$ cat src/rtl/dmacb_pkg.sv
package dmacb_pkg;

  // Register offsets on the plain port.
  localparam logic [7:0] OFS_COUNT_HI  = 8'h2c;
  localparam logic [7:0] OFS_COUNT_LO  = 8'h2d;
  localparam logic [7:0] OFS_IO_ADDR   = 8'h2e;
  localparam logic [7:0] OFS_CONTROL   = 8'h2f;
  localparam logic [7:0] OFS_MEM_HI    = 8'h30;
  localparam logic [7:0] OFS_MEM_MID   = 8'h31;
  localparam logic [7:0] OFS_MEM_LO    = 8'h32;
  localparam logic [7:0] OFS_MODE      = 8'h33;
  localparam logic [7:0] OFS_IRQ_STAT  = 8'h34;
  localparam logic [7:0] OFS_IRQ_MASK  = 8'h35;

  // Control register field positions.
  localparam int CTL_ENABLE_BIT = 7;
  localparam int CTL_SIZE_BIT   = 6;
  localparam int CTL_DIR_BIT    = 5;
  localparam int CTL_REPEAT_BIT = 4;
  localparam int CTL_IRQEN_BIT  = 3;

  // Reset values.
  localparam logic [7:0]  CONTROL_RESET  = 8'h00;
  localparam logic [7:0]  IO_ADDR_RESET  = 8'h00;
  localparam logic [15:0] COUNT_RESET    = 16'h0000;
  localparam logic [23:0] MEM_RESET      = 24'h000000;
  localparam logic [1:0]  IRQ_RESET      = 2'h0;

  // Interrupt status bits.
  localparam int IRQ_END_BIT  = 0;
  localparam int IRQ_TRIG_BIT = 1;

  // Activation source codes.
  localparam logic [2:0] SRC_TIMER3   = 3'h3;
  localparam logic [2:0] SRC_SER_TX   = 3'h4;
  localparam logic [2:0] SRC_SER_RX   = 3'h5;
  localparam logic [2:0] SRC_PIN_EDGE = 3'h6;
  localparam logic [2:0] SRC_PIN_LOW  = 3'h7;

  typedef enum logic [1:0] {
    DMACB_IO,
    DMACB_REPEAT,
    DMACB_IDLE
  } dmacb_mode_e;

  typedef struct packed {
    logic        enable;
    logic        word_size;
    logic        decrement;
    logic        repeat_en;
    logic        irq_en;
    logic [2:0]  source;
  } dmacb_ctl_s;

  typedef struct packed {
    logic [3:0] timer_a;
    logic       ser_tx_empty;
    logic       ser_rx_full;
  } dmacb_req_s;

endpackage

$ cat src/rtl/dmacb_trigger.sv
`timescale 1ns/1ps
module dmacb_trigger (
  // Clock and reset.
  input  wire logic               sys_clk,
  input  wire logic               rstn,
  // Selection and sources.
  input  wire logic [2:0]         source,
  input  wire dmacb_pkg::dmacb_req_s reqs,
  input  wire logic               request_pin_n,
  // Result.
  output logic                    trigger
);

  logic pin_q;
  logic pin_d;

  always_comb begin
    pin_d = request_pin_n;
  end

  always_ff @(posedge sys_clk or negedge rstn) begin
    if (!rstn) begin
      pin_q <= 1'b1;
    end else begin
      pin_q <= pin_d;
    end
  end

  always_comb begin
    trigger = 1'b0;
    unique case (source)
      3'h0, 3'h1, 3'h2, dmacb_pkg::SRC_TIMER3: begin
        trigger = reqs.timer_a[source[1:0]];
      end
      dmacb_pkg::SRC_SER_TX: trigger = reqs.ser_tx_empty;
      dmacb_pkg::SRC_SER_RX: trigger = reqs.ser_rx_full;
      dmacb_pkg::SRC_PIN_EDGE: trigger = pin_q & ~request_pin_n;
      dmacb_pkg::SRC_PIN_LOW: trigger = ~request_pin_n;
    endcase
  end
endmodule // dmacb_trigger

$ cat src/rtl/dmacb_irq.sv
`timescale 1ns/1ps
module dmacb_irq (
  // Clock and reset.
  input  wire logic       sys_clk,
  input  wire logic       rstn,
  // Events and software access.
  input  wire logic [1:0] events,
  input  wire logic       clr_we,
  input  wire logic [1:0] clr_bits,
  input  wire logic       mask_we,
  input  wire logic [1:0] mask_bits,
  // State.
  output logic [1:0]      status,
  output logic [1:0]      mask,
  output logic            irq
);

  logic [1:0] status_q;
  logic [1:0] status_d;
  logic [1:0] mask_q;
  logic [1:0] mask_d;

  // A new event beats a clear in the same cycle.
  always_comb begin
    status_d = status_q;
    if (clr_we) begin
      status_d = status_q & ~clr_bits;
    end
    status_d = status_d | events;
    mask_d = mask_we ? mask_bits : mask_q;
  end

  always_ff @(posedge sys_clk or negedge rstn) begin
    if (!rstn) begin
      status_q <= dmacb_pkg::IRQ_RESET;
      mask_q   <= dmacb_pkg::IRQ_RESET;
    end else begin
      status_q <= status_d;
      mask_q   <= mask_d;
    end
  end

  assign status = status_q;
  assign mask   = mask_q;
  assign irq    = |(status_q & mask_q);

endmodule // dmacb_irq

$ cat src/rtl/dmacb_channel.sv
// Our own choice: the strobed register port.
`timescale 1ns/1ps
// Summary of operation
// - In short address mode the fixed peripheral address of every transfer is 16'hff00 followed by the I/O address register.
// - In full address mode the I/O address register has no effect on the transfer address.
// - The activation select field picks timer 0..3 event A, serial transmit empty or receive full.
// - Select code six starts one transfer per falling edge of the request pin.
// - Select code seven requests transfers while the request pin stays low.
// - The interrupt enable bit passes or suppresses the transfer-end interrupt.
// - With the interrupt enabled, a request goes to the CPU while the enable bit reads zero.
// - Incrementing byte transfers add one to the memory address after each completed transfer outside idle mode.
module dmacb_channel (
  // Clock and reset.
  input  wire logic                   sys_clk,
  input  wire logic                   rstn,
  // Register port.
  input  wire logic [7:0]             reg_addr,
  input  wire logic [7:0]             reg_wdata,
  input  wire logic                   reg_we,
  input  wire logic                   reg_re,
  output logic [7:0]                  reg_rdata,
  // Requesters.
  input  wire dmacb_pkg::dmacb_req_s  reqs,
  input  wire logic                   request_pin_n,
  // Transfer engine.
  output logic                        xfer_req,
  input  wire logic                   xfer_done,
  output logic [23:0]                 periph_addr,
  output logic [23:0]                 mem_addr,
  output logic                        word_size,
  output logic [1:0]                  chan_mode,
  // Interrupt.
  output logic                        irq
);

  dmacb_pkg::dmacb_ctl_s ctl_q;
  dmacb_pkg::dmacb_ctl_s ctl_d;
  logic [7:0]            io_addr_q;
  logic [7:0]            io_addr_d;
  logic [15:0]           count_q;
  logic [15:0]           count_d;
  logic [15:0]           init_q;
  logic [15:0]           init_d;
  logic [23:0]           mem_q;
  logic [23:0]           mem_d;
  logic                  full_q;
  logic                  full_d;
  logic [7:0]            rdata_q;
  logic [7:0]            rdata_d;
  logic                  pend_q;
  logic                  pend_d;
  logic                  trigger;
  logic [1:0]            status;
  logic [1:0]            mask;
  logic [1:0]            events;
  logic                  end_event;
  dmacb_pkg::dmacb_mode_e mode;

  function automatic logic hit(input logic [7:0] a, input logic [7:0] ofs);
    hit = (a == ofs);
  endfunction

  dmacb_trigger u_trigger (
    .sys_clk       (sys_clk),
    .rstn          (rstn),
    .source        (ctl_q.source),
    .reqs          (reqs),
    .request_pin_n (request_pin_n),
    .trigger       (trigger)
  );

  always_comb begin
    if (!ctl_q.repeat_en) begin
      mode = dmacb_pkg::DMACB_IO;
    end else if (!ctl_q.irq_en) begin
      mode = dmacb_pkg::DMACB_REPEAT;
    end else begin
      mode = dmacb_pkg::DMACB_IDLE;
    end
  end

  // Count reaches zero on the last completed transfer; repeat and idle reload instead unless full address mode is set.
  assign end_event = xfer_done && ctl_q.enable && count_q == 16'h0001 &&
                     (full_q || mode == dmacb_pkg::DMACB_IO);

  always_comb begin
    ctl_d     = ctl_q;
    io_addr_d = io_addr_q;
    count_d   = count_q;
    init_d    = init_q;
    mem_d     = mem_q;
    full_d    = full_q;
    pend_d    = pend_q;
    if (trigger && ctl_q.enable) begin
      pend_d = 1'b1;
    end
    if (xfer_done && pend_q) begin
      pend_d = trigger && ctl_q.enable;
      count_d = count_q - 16'h0001;
      if (count_q == 16'h0001 && !full_q && mode != dmacb_pkg::DMACB_IO) begin
        count_d = init_q;
      end
      if (mode != dmacb_pkg::DMACB_IDLE) begin
        if (ctl_q.decrement) begin
          mem_d = mem_q - (ctl_q.word_size ? 24'h000002 : 24'h000001);
        end else begin
          mem_d = mem_q + (ctl_q.word_size ? 24'h000002 : 24'h000001);
        end
      end
      if (end_event) begin
        ctl_d.enable = 1'b0;
        pend_d = 1'b0;
      end
    end
    if (reg_we) begin
      unique case (1'b1)
        hit(reg_addr, dmacb_pkg::OFS_CONTROL): ctl_d = dmacb_pkg::dmacb_ctl_s'(reg_wdata);
        hit(reg_addr, dmacb_pkg::OFS_IO_ADDR): io_addr_d = reg_wdata;
        hit(reg_addr, dmacb_pkg::OFS_COUNT_HI): begin
          count_d[15:8] = reg_wdata;
          init_d[15:8]  = reg_wdata;
        end
        hit(reg_addr, dmacb_pkg::OFS_COUNT_LO): begin
          count_d[7:0] = reg_wdata;
          init_d[7:0]  = reg_wdata;
        end
        hit(reg_addr, dmacb_pkg::OFS_MEM_HI): mem_d[23:16] = reg_wdata;
        hit(reg_addr, dmacb_pkg::OFS_MEM_MID): mem_d[15:8] = reg_wdata;
        hit(reg_addr, dmacb_pkg::OFS_MEM_LO): mem_d[7:0] = reg_wdata;
        hit(reg_addr, dmacb_pkg::OFS_MODE): full_d = reg_wdata[0];
        default: begin
        end
      endcase
    end
  end

  always_comb begin
    rdata_d = 8'h00;
    if (reg_re) begin
      unique case (1'b1)
        hit(reg_addr, dmacb_pkg::OFS_CONTROL): rdata_d = 8'(ctl_q);
        hit(reg_addr, dmacb_pkg::OFS_IO_ADDR): rdata_d = io_addr_q;
        hit(reg_addr, dmacb_pkg::OFS_COUNT_HI): rdata_d = count_q[15:8];
        hit(reg_addr, dmacb_pkg::OFS_COUNT_LO): rdata_d = count_q[7:0];
        hit(reg_addr, dmacb_pkg::OFS_MEM_HI): rdata_d = mem_q[23:16];
        hit(reg_addr, dmacb_pkg::OFS_MEM_MID): rdata_d = mem_q[15:8];
        hit(reg_addr, dmacb_pkg::OFS_MEM_LO): rdata_d = mem_q[7:0];
        hit(reg_addr, dmacb_pkg::OFS_MODE): rdata_d = {7'h00, full_q};
        hit(reg_addr, dmacb_pkg::OFS_IRQ_STAT): rdata_d = {6'h00, status};
        hit(reg_addr, dmacb_pkg::OFS_IRQ_MASK): rdata_d = {6'h00, mask};
        default: rdata_d = 8'h00;
      endcase
    end
  end

  always_ff @(posedge sys_clk or negedge rstn) begin
    if (!rstn) begin
      ctl_q     <= dmacb_pkg::dmacb_ctl_s'(dmacb_pkg::CONTROL_RESET);
      io_addr_q <= dmacb_pkg::IO_ADDR_RESET;
      count_q   <= dmacb_pkg::COUNT_RESET;
      init_q    <= dmacb_pkg::COUNT_RESET;
      mem_q     <= dmacb_pkg::MEM_RESET;
      full_q    <= 1'b0;
      rdata_q   <= 8'h00;
      pend_q    <= 1'b0;
    end else begin
      ctl_q     <= ctl_d;
      io_addr_q <= io_addr_d;
      count_q   <= count_d;
      init_q    <= init_d;
      mem_q     <= mem_d;
      full_q    <= full_d;
      rdata_q   <= rdata_d;
      pend_q    <= pend_d;
    end
  end

  assign events[dmacb_pkg::IRQ_END_BIT]  = end_event && ctl_q.irq_en;
  assign events[dmacb_pkg::IRQ_TRIG_BIT] = trigger && ctl_q.enable;

  // Clear on write of one; the set wins over a clear in the same cycle.
  dmacb_irq u_irq (
    .sys_clk   (sys_clk),
    .rstn      (rstn),
    .events    (events),
    .clr_we    (reg_we && hit(reg_addr, dmacb_pkg::OFS_IRQ_STAT)),
    .clr_bits  (reg_wdata[1:0]),
    .mask_we   (reg_we && hit(reg_addr, dmacb_pkg::OFS_IRQ_MASK)),
    .mask_bits (reg_wdata[1:0]),
    .status    (status),
    .mask      (mask),
    .irq       ()
  );

  assign irq = (ctl_q.irq_en && !ctl_q.enable) || |(status & mask);

  assign periph_addr = full_q ? mem_q : {16'hff00, io_addr_q};
  assign mem_addr    = mem_q;
  assign word_size   = ctl_q.word_size;
  assign chan_mode   = mode;
  assign xfer_req    = pend_q && ctl_q.enable;
  assign reg_rdata   = rdata_q;
endmodule // dmacb_channel

$ cat config.mk
export PLATFORM = sky130hd
export DESIGN_NAME = dmacb_channel
export DESIGN_NICKNAME = d
export VERILOG_FILES = /design/src/rtl/dmacb_pkg.sv /design/src/rtl/dmacb_trigger.sv /design/src/rtl/dmacb_irq.sv /design/src/rtl/dmacb_channel.sv
export SDC_FILE = /design/constraint.sdc
export NUM_CORES = 1
export LEC_CHECK = 0
export BUFFER_PORTS_ARGS = -buffer_cell sky130_fd_sc_hd__buf_2
export CAP_MARGIN = 20
export CORE_UTILIZATION = 63
export DETAILED_ROUTE_END_ITERATION = 16
export PLACE_DENSITY = 0.95
export SETUP_SLACK_MARGIN = 0.15
export SLEW_MARGIN = 0
export SYNTH_ARGS = -nofsm -noshare
export SYNTH_HDL_FRONTEND = slang
export SYNTH_SLANG_ARGS = --single-unit
export TNS_END_PERCENT = 100
$ cat constraint.sdc
create_clock -name sys_clk -period 6.9 [get_ports sys_clk]
set_input_delay 1.38 -clock sys_clk [delete_from_list [all_inputs] [get_ports sys_clk]]
set_output_delay 1.38 -clock sys_clk [all_outputs]
set_load 0.02 [all_outputs]
==> results of run 1 <==
## routing by layer
metal	vias to the layer above	part of all wire, %	GRT usage (%)
met1	2832	38	51.42
li1	2658	-	-
met4	0	4.7	15.27
met3	96	12	9.680
met5	-	0	0
met2	454	45	59.01
## layout make-up
| type | instances | area, sq um |
|---|---|---|
| clock buffers | 13 | 148.9 |
| clock inverters | 3 | 67.56 |
| fillers | 720 | 2496 |
| inverters | 16 | 60.06 |
| multi-input cells | 557 | 3681 |
| flip-flops and latches | 87 | 2178 |
| well taps | 129 | 161.4 |
| repair buffers | 92 | 490.5 |
## metrics by stage
stage               setup slack, ns  instances
finish                        3.487        897
floorplan                     4.030        696
global route                  3.367        897
CTS                           3.220        895
global placement              3.043        878
detailed placement            2.881        879
## cell usage in the layout, fill, tap and decap left out, drive strengths merged, types with 11 or more instances in the layout
cell type / instances
nand3: 20
or3: 11
o21ai: 59
inv: 16
nor2: 52
clkbuf: 13
nor3: 12
a22oi: 12
mux2: 26
nand2b: 14
and2: 12
buf: 92
mux2i: 12
dfrtp: 86
ha: 25
a21oi: 56
nand2: 114
## report_power, final
group          switching (W)  internal, W
clock               0.000180     0.000215
sequential          0.000162     0.000584
combinational       0.000344     0.000239
total               0.000687      0.00104
## critical path, delay by kind of cell
kind	cells	cell delay, ns
AO/OA/AOI/OAI	1	0.22
buffers and inverters	1	0.10
AND/OR/NAND/NOR	6	1.95
## final timing paths
check / startpoint / to / cells past startpoint
max in group asynchronous: rstn / u_trigger.pin_q$_DFF_PN1_ / 2
min reg2reg: init_q[0]$_DFFE_PN0P_ / init_q[0]$_DFFE_PN0P_ / 2
min: init_q[0]$_DFFE_PN0P_ / init_q[0]$_DFFE_PN0P_ / 2
max reg2reg: ctl_q[5]$_DFFE_PN0P_ / mem_addr[14]$_DFF_PN0_ / 9
max: reg_addr[7] / mem_addr[17]$_DFF_PN0_ / 8
min in group asynchronous: rstn / count_q[5]$_DFF_PN0_ / 1
## registers in the layout, summed over array words and instances, names as in the netlist
register,flops
reg_rdata,8
init_q,16
ctl_q,7
u_trigger.pin_q,1
full_q,1
word_size,1
io_addr_q,8
u_irq.status,2
mem_addr,24
count_q,16
pend_q,1
u_irq.mask,2
## logic make-up after synthesis
family,count (synthesis),synth area share (%)
and+or+nand+nor,276,22.54
AOI/OAI and AO/OA,189,19.35
DFF,87,35.81
buffers and inverters,52,3.682
muxes,48,10.55
adders and majority gates,26,5.471
xor gates and xnor gates,18,2.592
==> results by group, run 1 <==
Yosys
  • Synth unique cells: 69
  • Synth top cells by count: nand2_1, dfrtp_1, a21oi_1
  • Post-synth ARST share: 100.0%
  • Register area share after synthesis: 35.81%
  • Cells after synthesis: just under 700
  • Synthesized area: 0.006083 sq mm
  • Area leader, netlist: dfrtp_1
  • Synth area leaders: dfrtp_1, nand2_1, ha_1
  • Top_reg_cell synth: dfrtp_1
  • Post-synth top area share: 35.38%
  • Avg Cell Area, Syn: just under 9 sq um
  • Synthesized Nets: 750
  • Number of synthesized flops with an enable pin: 0
  • Ys Warns: 0
  • Synthesized flop and latch total: 87
  • Most frequent cell after synthesis: nand2_1

Clock tree
  • CTS tree: done
  • H-tree depth: 3
  • CTS Buffer Depth: 2
  • Hold_buf cts: 0
  • Post-CTS Setup Repair Bufs: 0
  • Clk sinks: between 80 and 90
  • Root buf cell: clkbuf_8
  • CTS buffer count: 9
  • Post-CTS sizing: 0
  • Clk_lat worst skew: 0.36 ns
  • Clk slew on worst S/H paths: 0.08 ns

Timing
  • Worst-margin pin slew: approximately 1.1 ns
  • Setup_tns: 0 ns
  • Slew Limit Fails: 0
  • RSZ-0062 raised after global routing: false
  • Final Hold Viols: 0
  • Final hold slack: 0.4839 ns
  • Clock skew: slightly above 0.009 ns
  • Fin crit period: between 3 and 4 ns
  • Fmax: 293.0 MHz
  • Rel. slew slack: 28.89%
  • Count of final setup violators: 0
  • Fin crit share: roughly half

Critical path
  • Max Fanout on Critical Path: 13
  • Setup CP Type: in2reg
  • CP Cell Sequence: buf_2, nor2_1, nand4b_1, nor2_1, nand3_1, and3_1, a221oi_1, nand3_1
  • Endpoint type of the worst setup path: flop
  • Slowest CP cell: nor2_1
  • CP Data Required Time: between 7 and 8 ns
  • Worst stage delay on the critical path: between 0.7 and 0.8 ns
  • Worst setup SP type: input pin
  • R2R setup slack: around 3.6 ns
  • Critical path data arrival time: ~3.7 ns

Die
  • Total core area: ~0.0093 sq mm
  • Placement Rows: 35
  • Die Area: 0.01005 sq mm
  • Starting Density: around 66%
  • Horiz. Die Dim: roughly 100 um
  • IO Pins: 89
  • Die H: 100.3 um

Global route
  • Initial antenna violation count: 0
  • Grt ovf: 0
  • Largest net degree at the start of global routing: 88
  • Vias in the first global route: ~5.6k
  • Tot GR Track Use: between 30% and 40%
  • First-pass GRT wire length: between 20 and 30 mm

Final layout
  • Post-route core utilization: between 70% and 80%
  • Synth-to-Final Area Change: 11.58%
  • Layout Nets: between 800 and 900
  • Share of cells above drive strength 1: between 20% and 30%
  • Finished layout cell area: roughly 0.0068 sq mm
  • Ant. Diodes: 0

Power
  • Leakage: about 3.2 nW
  • Worst IR Drop VDD: just under 0.0002 V
  • PD cells: ~250 mW/mm^2
  • Tot Pwr: roughly 0.0017 W

Detailed routing
  • Via/cell ratio: slightly below 7
  • Residual DRC: 0
  • Routed Wire Length: ~18 mm
  • Routed len/inst: ~21 um
  • 1st-pass router iterations: 6
  • DRT iter0 DRCs: approximately 730
  • Routed Antenna Nets: 0
  • Total number of vias: approximately 6k

Worst hold path
  • Worst hold path type: reg2reg

Placement
  • Port bufs: between 80 and 90
  • RD Place Congestion: 1.002
  • Hpwl dp: around 13 mm
  • Dpl cell area: about 0.0065 sq mm

Outcome
  • Status: finished, final reports clean

Run
  • Total of max-cap violations: 0
Note: power is estimated with default switching activity, not from simulation.
==> run 2, diff against run 1 <==
- ABC_AREA: default -> 1
- CORE_UTILIZATION: 63 -> 59
- PLACE_DENSITY: 0.95 -> 0.89
- clock period: 6.9 -> 3.2 ns (I/O delays scaled with it)
==> run 2 against run 1 <==
Sequential share of layout area is 3.9 points lower. Count of clock-buffer cells in the layout is 3 lower. Setup slack got worse by 2.7 ns. Global-route usage decreased by 1.9 points. Hold slack worse by 0.22 ns. Wire length rose by 13%. Combinational power rose to 4.0 times the previous value. Utilization is 5.3 points lower. Cell area is 14% higher. Critical path type is now reg2out. Non-clock buffer count rose by 1. Power increased to 3.0 times the previous value. First-iteration DRC count fell by 4.9%. Largest power group is now combinational cells.
==> results by group, run 2 <==
Power
  • Tot Pwr: 0.005124 W (was 0.001725 W)
  • Worst IR Drop VDD: 0.0004082 V (was 0.0001921 V)
  • Sw Ratio: 46.64% (was 39.81%)
  • Comb pwr share: 46.0% (was 33.8%)
  • Cell internal pwr: 0.002734 W (was 0.001038 W)
  • Leakage: 4.388 nW (was 3.231 nW)
  • Switching power: 0.002390 W (was 0.0006868 W)
  • Sequential power share: 33.7% (was 43.3%)
  • Clock network fraction of design power: 20.3% (was 22.9%)
  • PD cells: 664.3 mW/mm^2 (was 254.2 mW/mm^2)

Outcome
  • Status: finished, final reports clean (unchanged)

Yosys
  • Post-synth ARST share: 100.0% (unchanged)
  • Register area share after synthesis: 31.77% (was 35.81%)
  • Synth area leaders: dfrtp_1, nand2_1, inv_1 (was dfrtp_1, nand2_1, ha_1)
  • Synth top cells by count: nand2_1, inv_1, nor2_1 (was nand2_1, dfrtp_1, a21oi_1)
  • Top_reg_cell synth: dfrtp_1 (unchanged)
  • Synth unique cells: 40 (was 69)
  • Synthesized area: 0.006857 sq mm (was 0.006083 sq mm)
  • Post-synth top area share: 31.39% (was 35.38%)
  • Area leader, netlist: dfrtp_1 (unchanged)
  • Avg Cell Area, Syn: 6.256 sq um (was 8.740 sq um)
  • Ys Warns: 0 (unchanged)
  • Most frequent cell after synthesis: nand2_1 (unchanged)
  • Cells after synthesis: 1096 (was 696)
  • Number of synthesized flops with an enable pin: 0 (unchanged)
  • Synthesized flop and latch total: 87 (unchanged)
  • Synthesized Nets: 1150 (was 750)

Clock tree
  • Root buf cell: clkbuf_16 (was clkbuf_8)
  • Hold_buf cts: 0 (unchanged)
  • Post-CTS Setup Repair Bufs: 0 (unchanged)
  • Clk sinks: 87 (unchanged)
  • CTS tree: done (unchanged)
  • Clk_lat worst skew: 0.35 ns (was 0.36 ns)
  • CTS buffer count: 9 (unchanged)
  • Clk slew on worst S/H paths: 0.06 ns (was 0.08 ns)
  • H-tree depth: 3 (unchanged)
  • Post-CTS sizing: 0 (unchanged)
  • CTS Buffer Depth: 2 (unchanged)

Detailed routing
  • Routed Wire Length: 20.85 mm (was 18.50 mm)
  • Routed Antenna Nets: 0 (unchanged)
  • 1st-pass router iterations: 6 (unchanged)
  • DRT iter0 DRCs: 695 (was 731)
  • Via/cell ratio: 5.509 (was 6.734)
  • Routed len/inst: 15.70 um (was 20.62 um)
  • Total number of vias: 7316 (was 6040)
  • Residual DRC: 0 (unchanged)

Timing
  • Fin crit share: about 76%
  • Clock skew: 0.006459 ns (was 0.009163 ns)
  • Setup_tns: 0 ns (unchanged)
  • Worst-margin pin slew: 0.7435 ns (was 1.067 ns)
  • Count of final setup violators: 0 (unchanged)
  • Fin crit period: approximately 2.4 ns
  • Final Hold Viols: 0 (unchanged)
  • Rel. slew slack: 50.43% (was 28.89%)
  • Fmax: ~410 MHz
  • RSZ-0062 raised after global routing: false (unchanged)
  • Slew Limit Fails: 0 (unchanged)

Worst hold path
  • Worst hold path type: in2async (was reg2reg)

Die
  • Total core area: 0.01137 sq mm (was 0.009284 sq mm)
  • Die Area: 0.01206 sq mm (was 0.01005 sq mm)
  • Placement Rows: 39 (was 35)
  • Starting Density: 60.31% (was 65.53%)
  • Die H: 109.8 um (was 100.3 um)
  • IO Pins: 89 (unchanged)
  • Horiz. Die Dim: 109.8 um (was 100.3 um)

Final layout
  • Ant. Diodes: 0 (unchanged)
  • Commonest non-fill, non-tap cell in the layout: nand2_1 (unchanged)
  • Share of cells above drive strength 1: 13.08% (was 20.44%)
  • Most frequent cells in the layout: nand2_1, inv_1, nor2_1, buf_2, dfrtp_1 (was nand2_1, buf_2, dfrtp_1, a21oi_1, nor2_1)
  • Max reg flops: 24 (unchanged)
  • Synth-to-Final Area Change: 12.50% (was 11.58%)
  • Layout Nets: 1234 (was 817)

Critical path
  • CP Data Required Time: 2.56 ns (was 7.14 ns)
  • Worst Setup EP: periph_addr[20] (was mem_addr[17]$_DFF_PN0_)
  • Worst R2R Start: ctl_q[5]$_DFFE_PN0P_ (unchanged)
  • R2R setup slack: 0.78 ns (was 3.59 ns)
  • Worst Reg-to-Reg Cells: 12 (was 9)
  • Max Fanout on Critical Path: 26 (was 13)
  • Setup CP Type: reg2out (was in2reg)
  • Reg-to-Reg End: mem_addr[16]$_DFF_PN0_ (was mem_addr[14]$_DFF_PN0_)
  • Worst setup SP type: flop (was input pin)
  • Endpoint type of the worst setup path: output port (was flop)
  • Critical path data arrival time: 1.81 ns (was 3.65 ns)
  • CP startpoint: full_q$_DFFE_PN0P_ (was reg_addr[7])

Placement
  • Hpwl dp: 16.12 mm (was 13.14 mm)
  • RD Place Congestion: 1.003 (was 1.002)
  • Port bufs: 88 (unchanged)

Global route
  • Grt ovf: 0 (unchanged)
  • Vias in the first global route: 6685 (was 5620)
  • Largest net degree at the start of global routing: 48 (was 88)
  • Initial antenna violation count: 0 (unchanged)
  • Tot GR Track Use: 36.26% (was 38.12%)
  • First-pass GRT wire length: 32.91 mm (was 29.20 mm)

Run
  • Total of max-cap violations: 0 (unchanged)
==> run 2: cell type report <==
class	count	area, sq um
Inverter	191	719.4
Clock inverter	6	62.56
Fill cell	1026	3656
Clock buffer	10	229.0
Sequential cell	87	2178
Timing Repair Buffer	93	493.0
Multi-Input combinational cell	798	3852
Tap cell	143	178.9
==> run 2: worst min path at each step <==
stage,start,end,slack (ns),cells past startpoint
floorplan,rstn,count_q[0]$_DFF_PN0_,0.34,0
global placement,init_q[12]$_DFFE_PN0P_,init_q[12]$_DFFE_PN0P_,0.46,2
detailed placement,init_q[4]$_DFFE_PN0P_,init_q[4]$_DFFE_PN0P_,0.47,2
CTS,rstn,init_q[6]$_DFFE_PN0P_,0.29,1
global route,rstn,init_q[4]$_DFFE_PN0P_,0.32,1
finish,rstn,init_q[6]$_DFFE_PN0P_,0.26,1
==> run 2: cells by family (layout without fill, tap and decap cells) <==
| kind of cell | Yosys count | after routing | share of synthesized area, % |
|---|---|---|---|
| AOI/OAI and AO/OA | 154 | 154 | 12.61 |
| xor gates and xnor gates | 15 | 15 | 1.916 |
| adders and majority gates | 26 | 26 | 4.854 |
| buffers and inverters | 211 | 300 | 12.08 |
| DFF | 87 | 87 | 31.77 |
| and+or+nand+nor | 603 | 603 | 36.77 |
==> run 2: per-layer routing <==
layer	GRT usage [%]	share of wire (%)
met2	56.56	44
met5	0	0
met4	23.14	5.8
met3	4.624	9.6
met1	47.36	41
==> run 2: stage by stage <==
| stage | area [sq um] | setup WS, ns | instances | hold slack (ns) | util, % |
|---|---|---|---|---|---|
| after global routing | 7714 | 0.5184 | 1328 | 0.3152 | 67.84 |
| after detailed placement | 7422 | 0.8504 | 1312 | 0.4728 | 65.28 |
| after floorplan | 6857 | 1.072 | 1096 | 0.3444 | - |
| after global placement | 7422 | 0.8546 | 1312 | 0.4637 | 65.28 |
| final | 7714 | 0.7526 | 1328 | 0.2646 | 67.84 |
| after CTS | 7714 | 0.7818 | 1328 | 0.2918 | 67.84 |
==> run 2: critical path, stage by stage (launching register included) <==
cell and delay [ns]:
dfrtp_1 0.82, buf_4 0.33, nand2_1 0.13, buf_2 0.18
==> run 2: power groups by stage <==
stage	clock network (W)	registers, W	logic [W]
after floorplan	0	0.00176	0.00152
after global placement	0	0.00173	0.00228
after detailed placement	0	0.00172	0.00231
after CTS	0.00104	0.00171	0.00233
after global routing	0.00108	0.00174	0.00264
final	0.00104	0.00173	0.00236
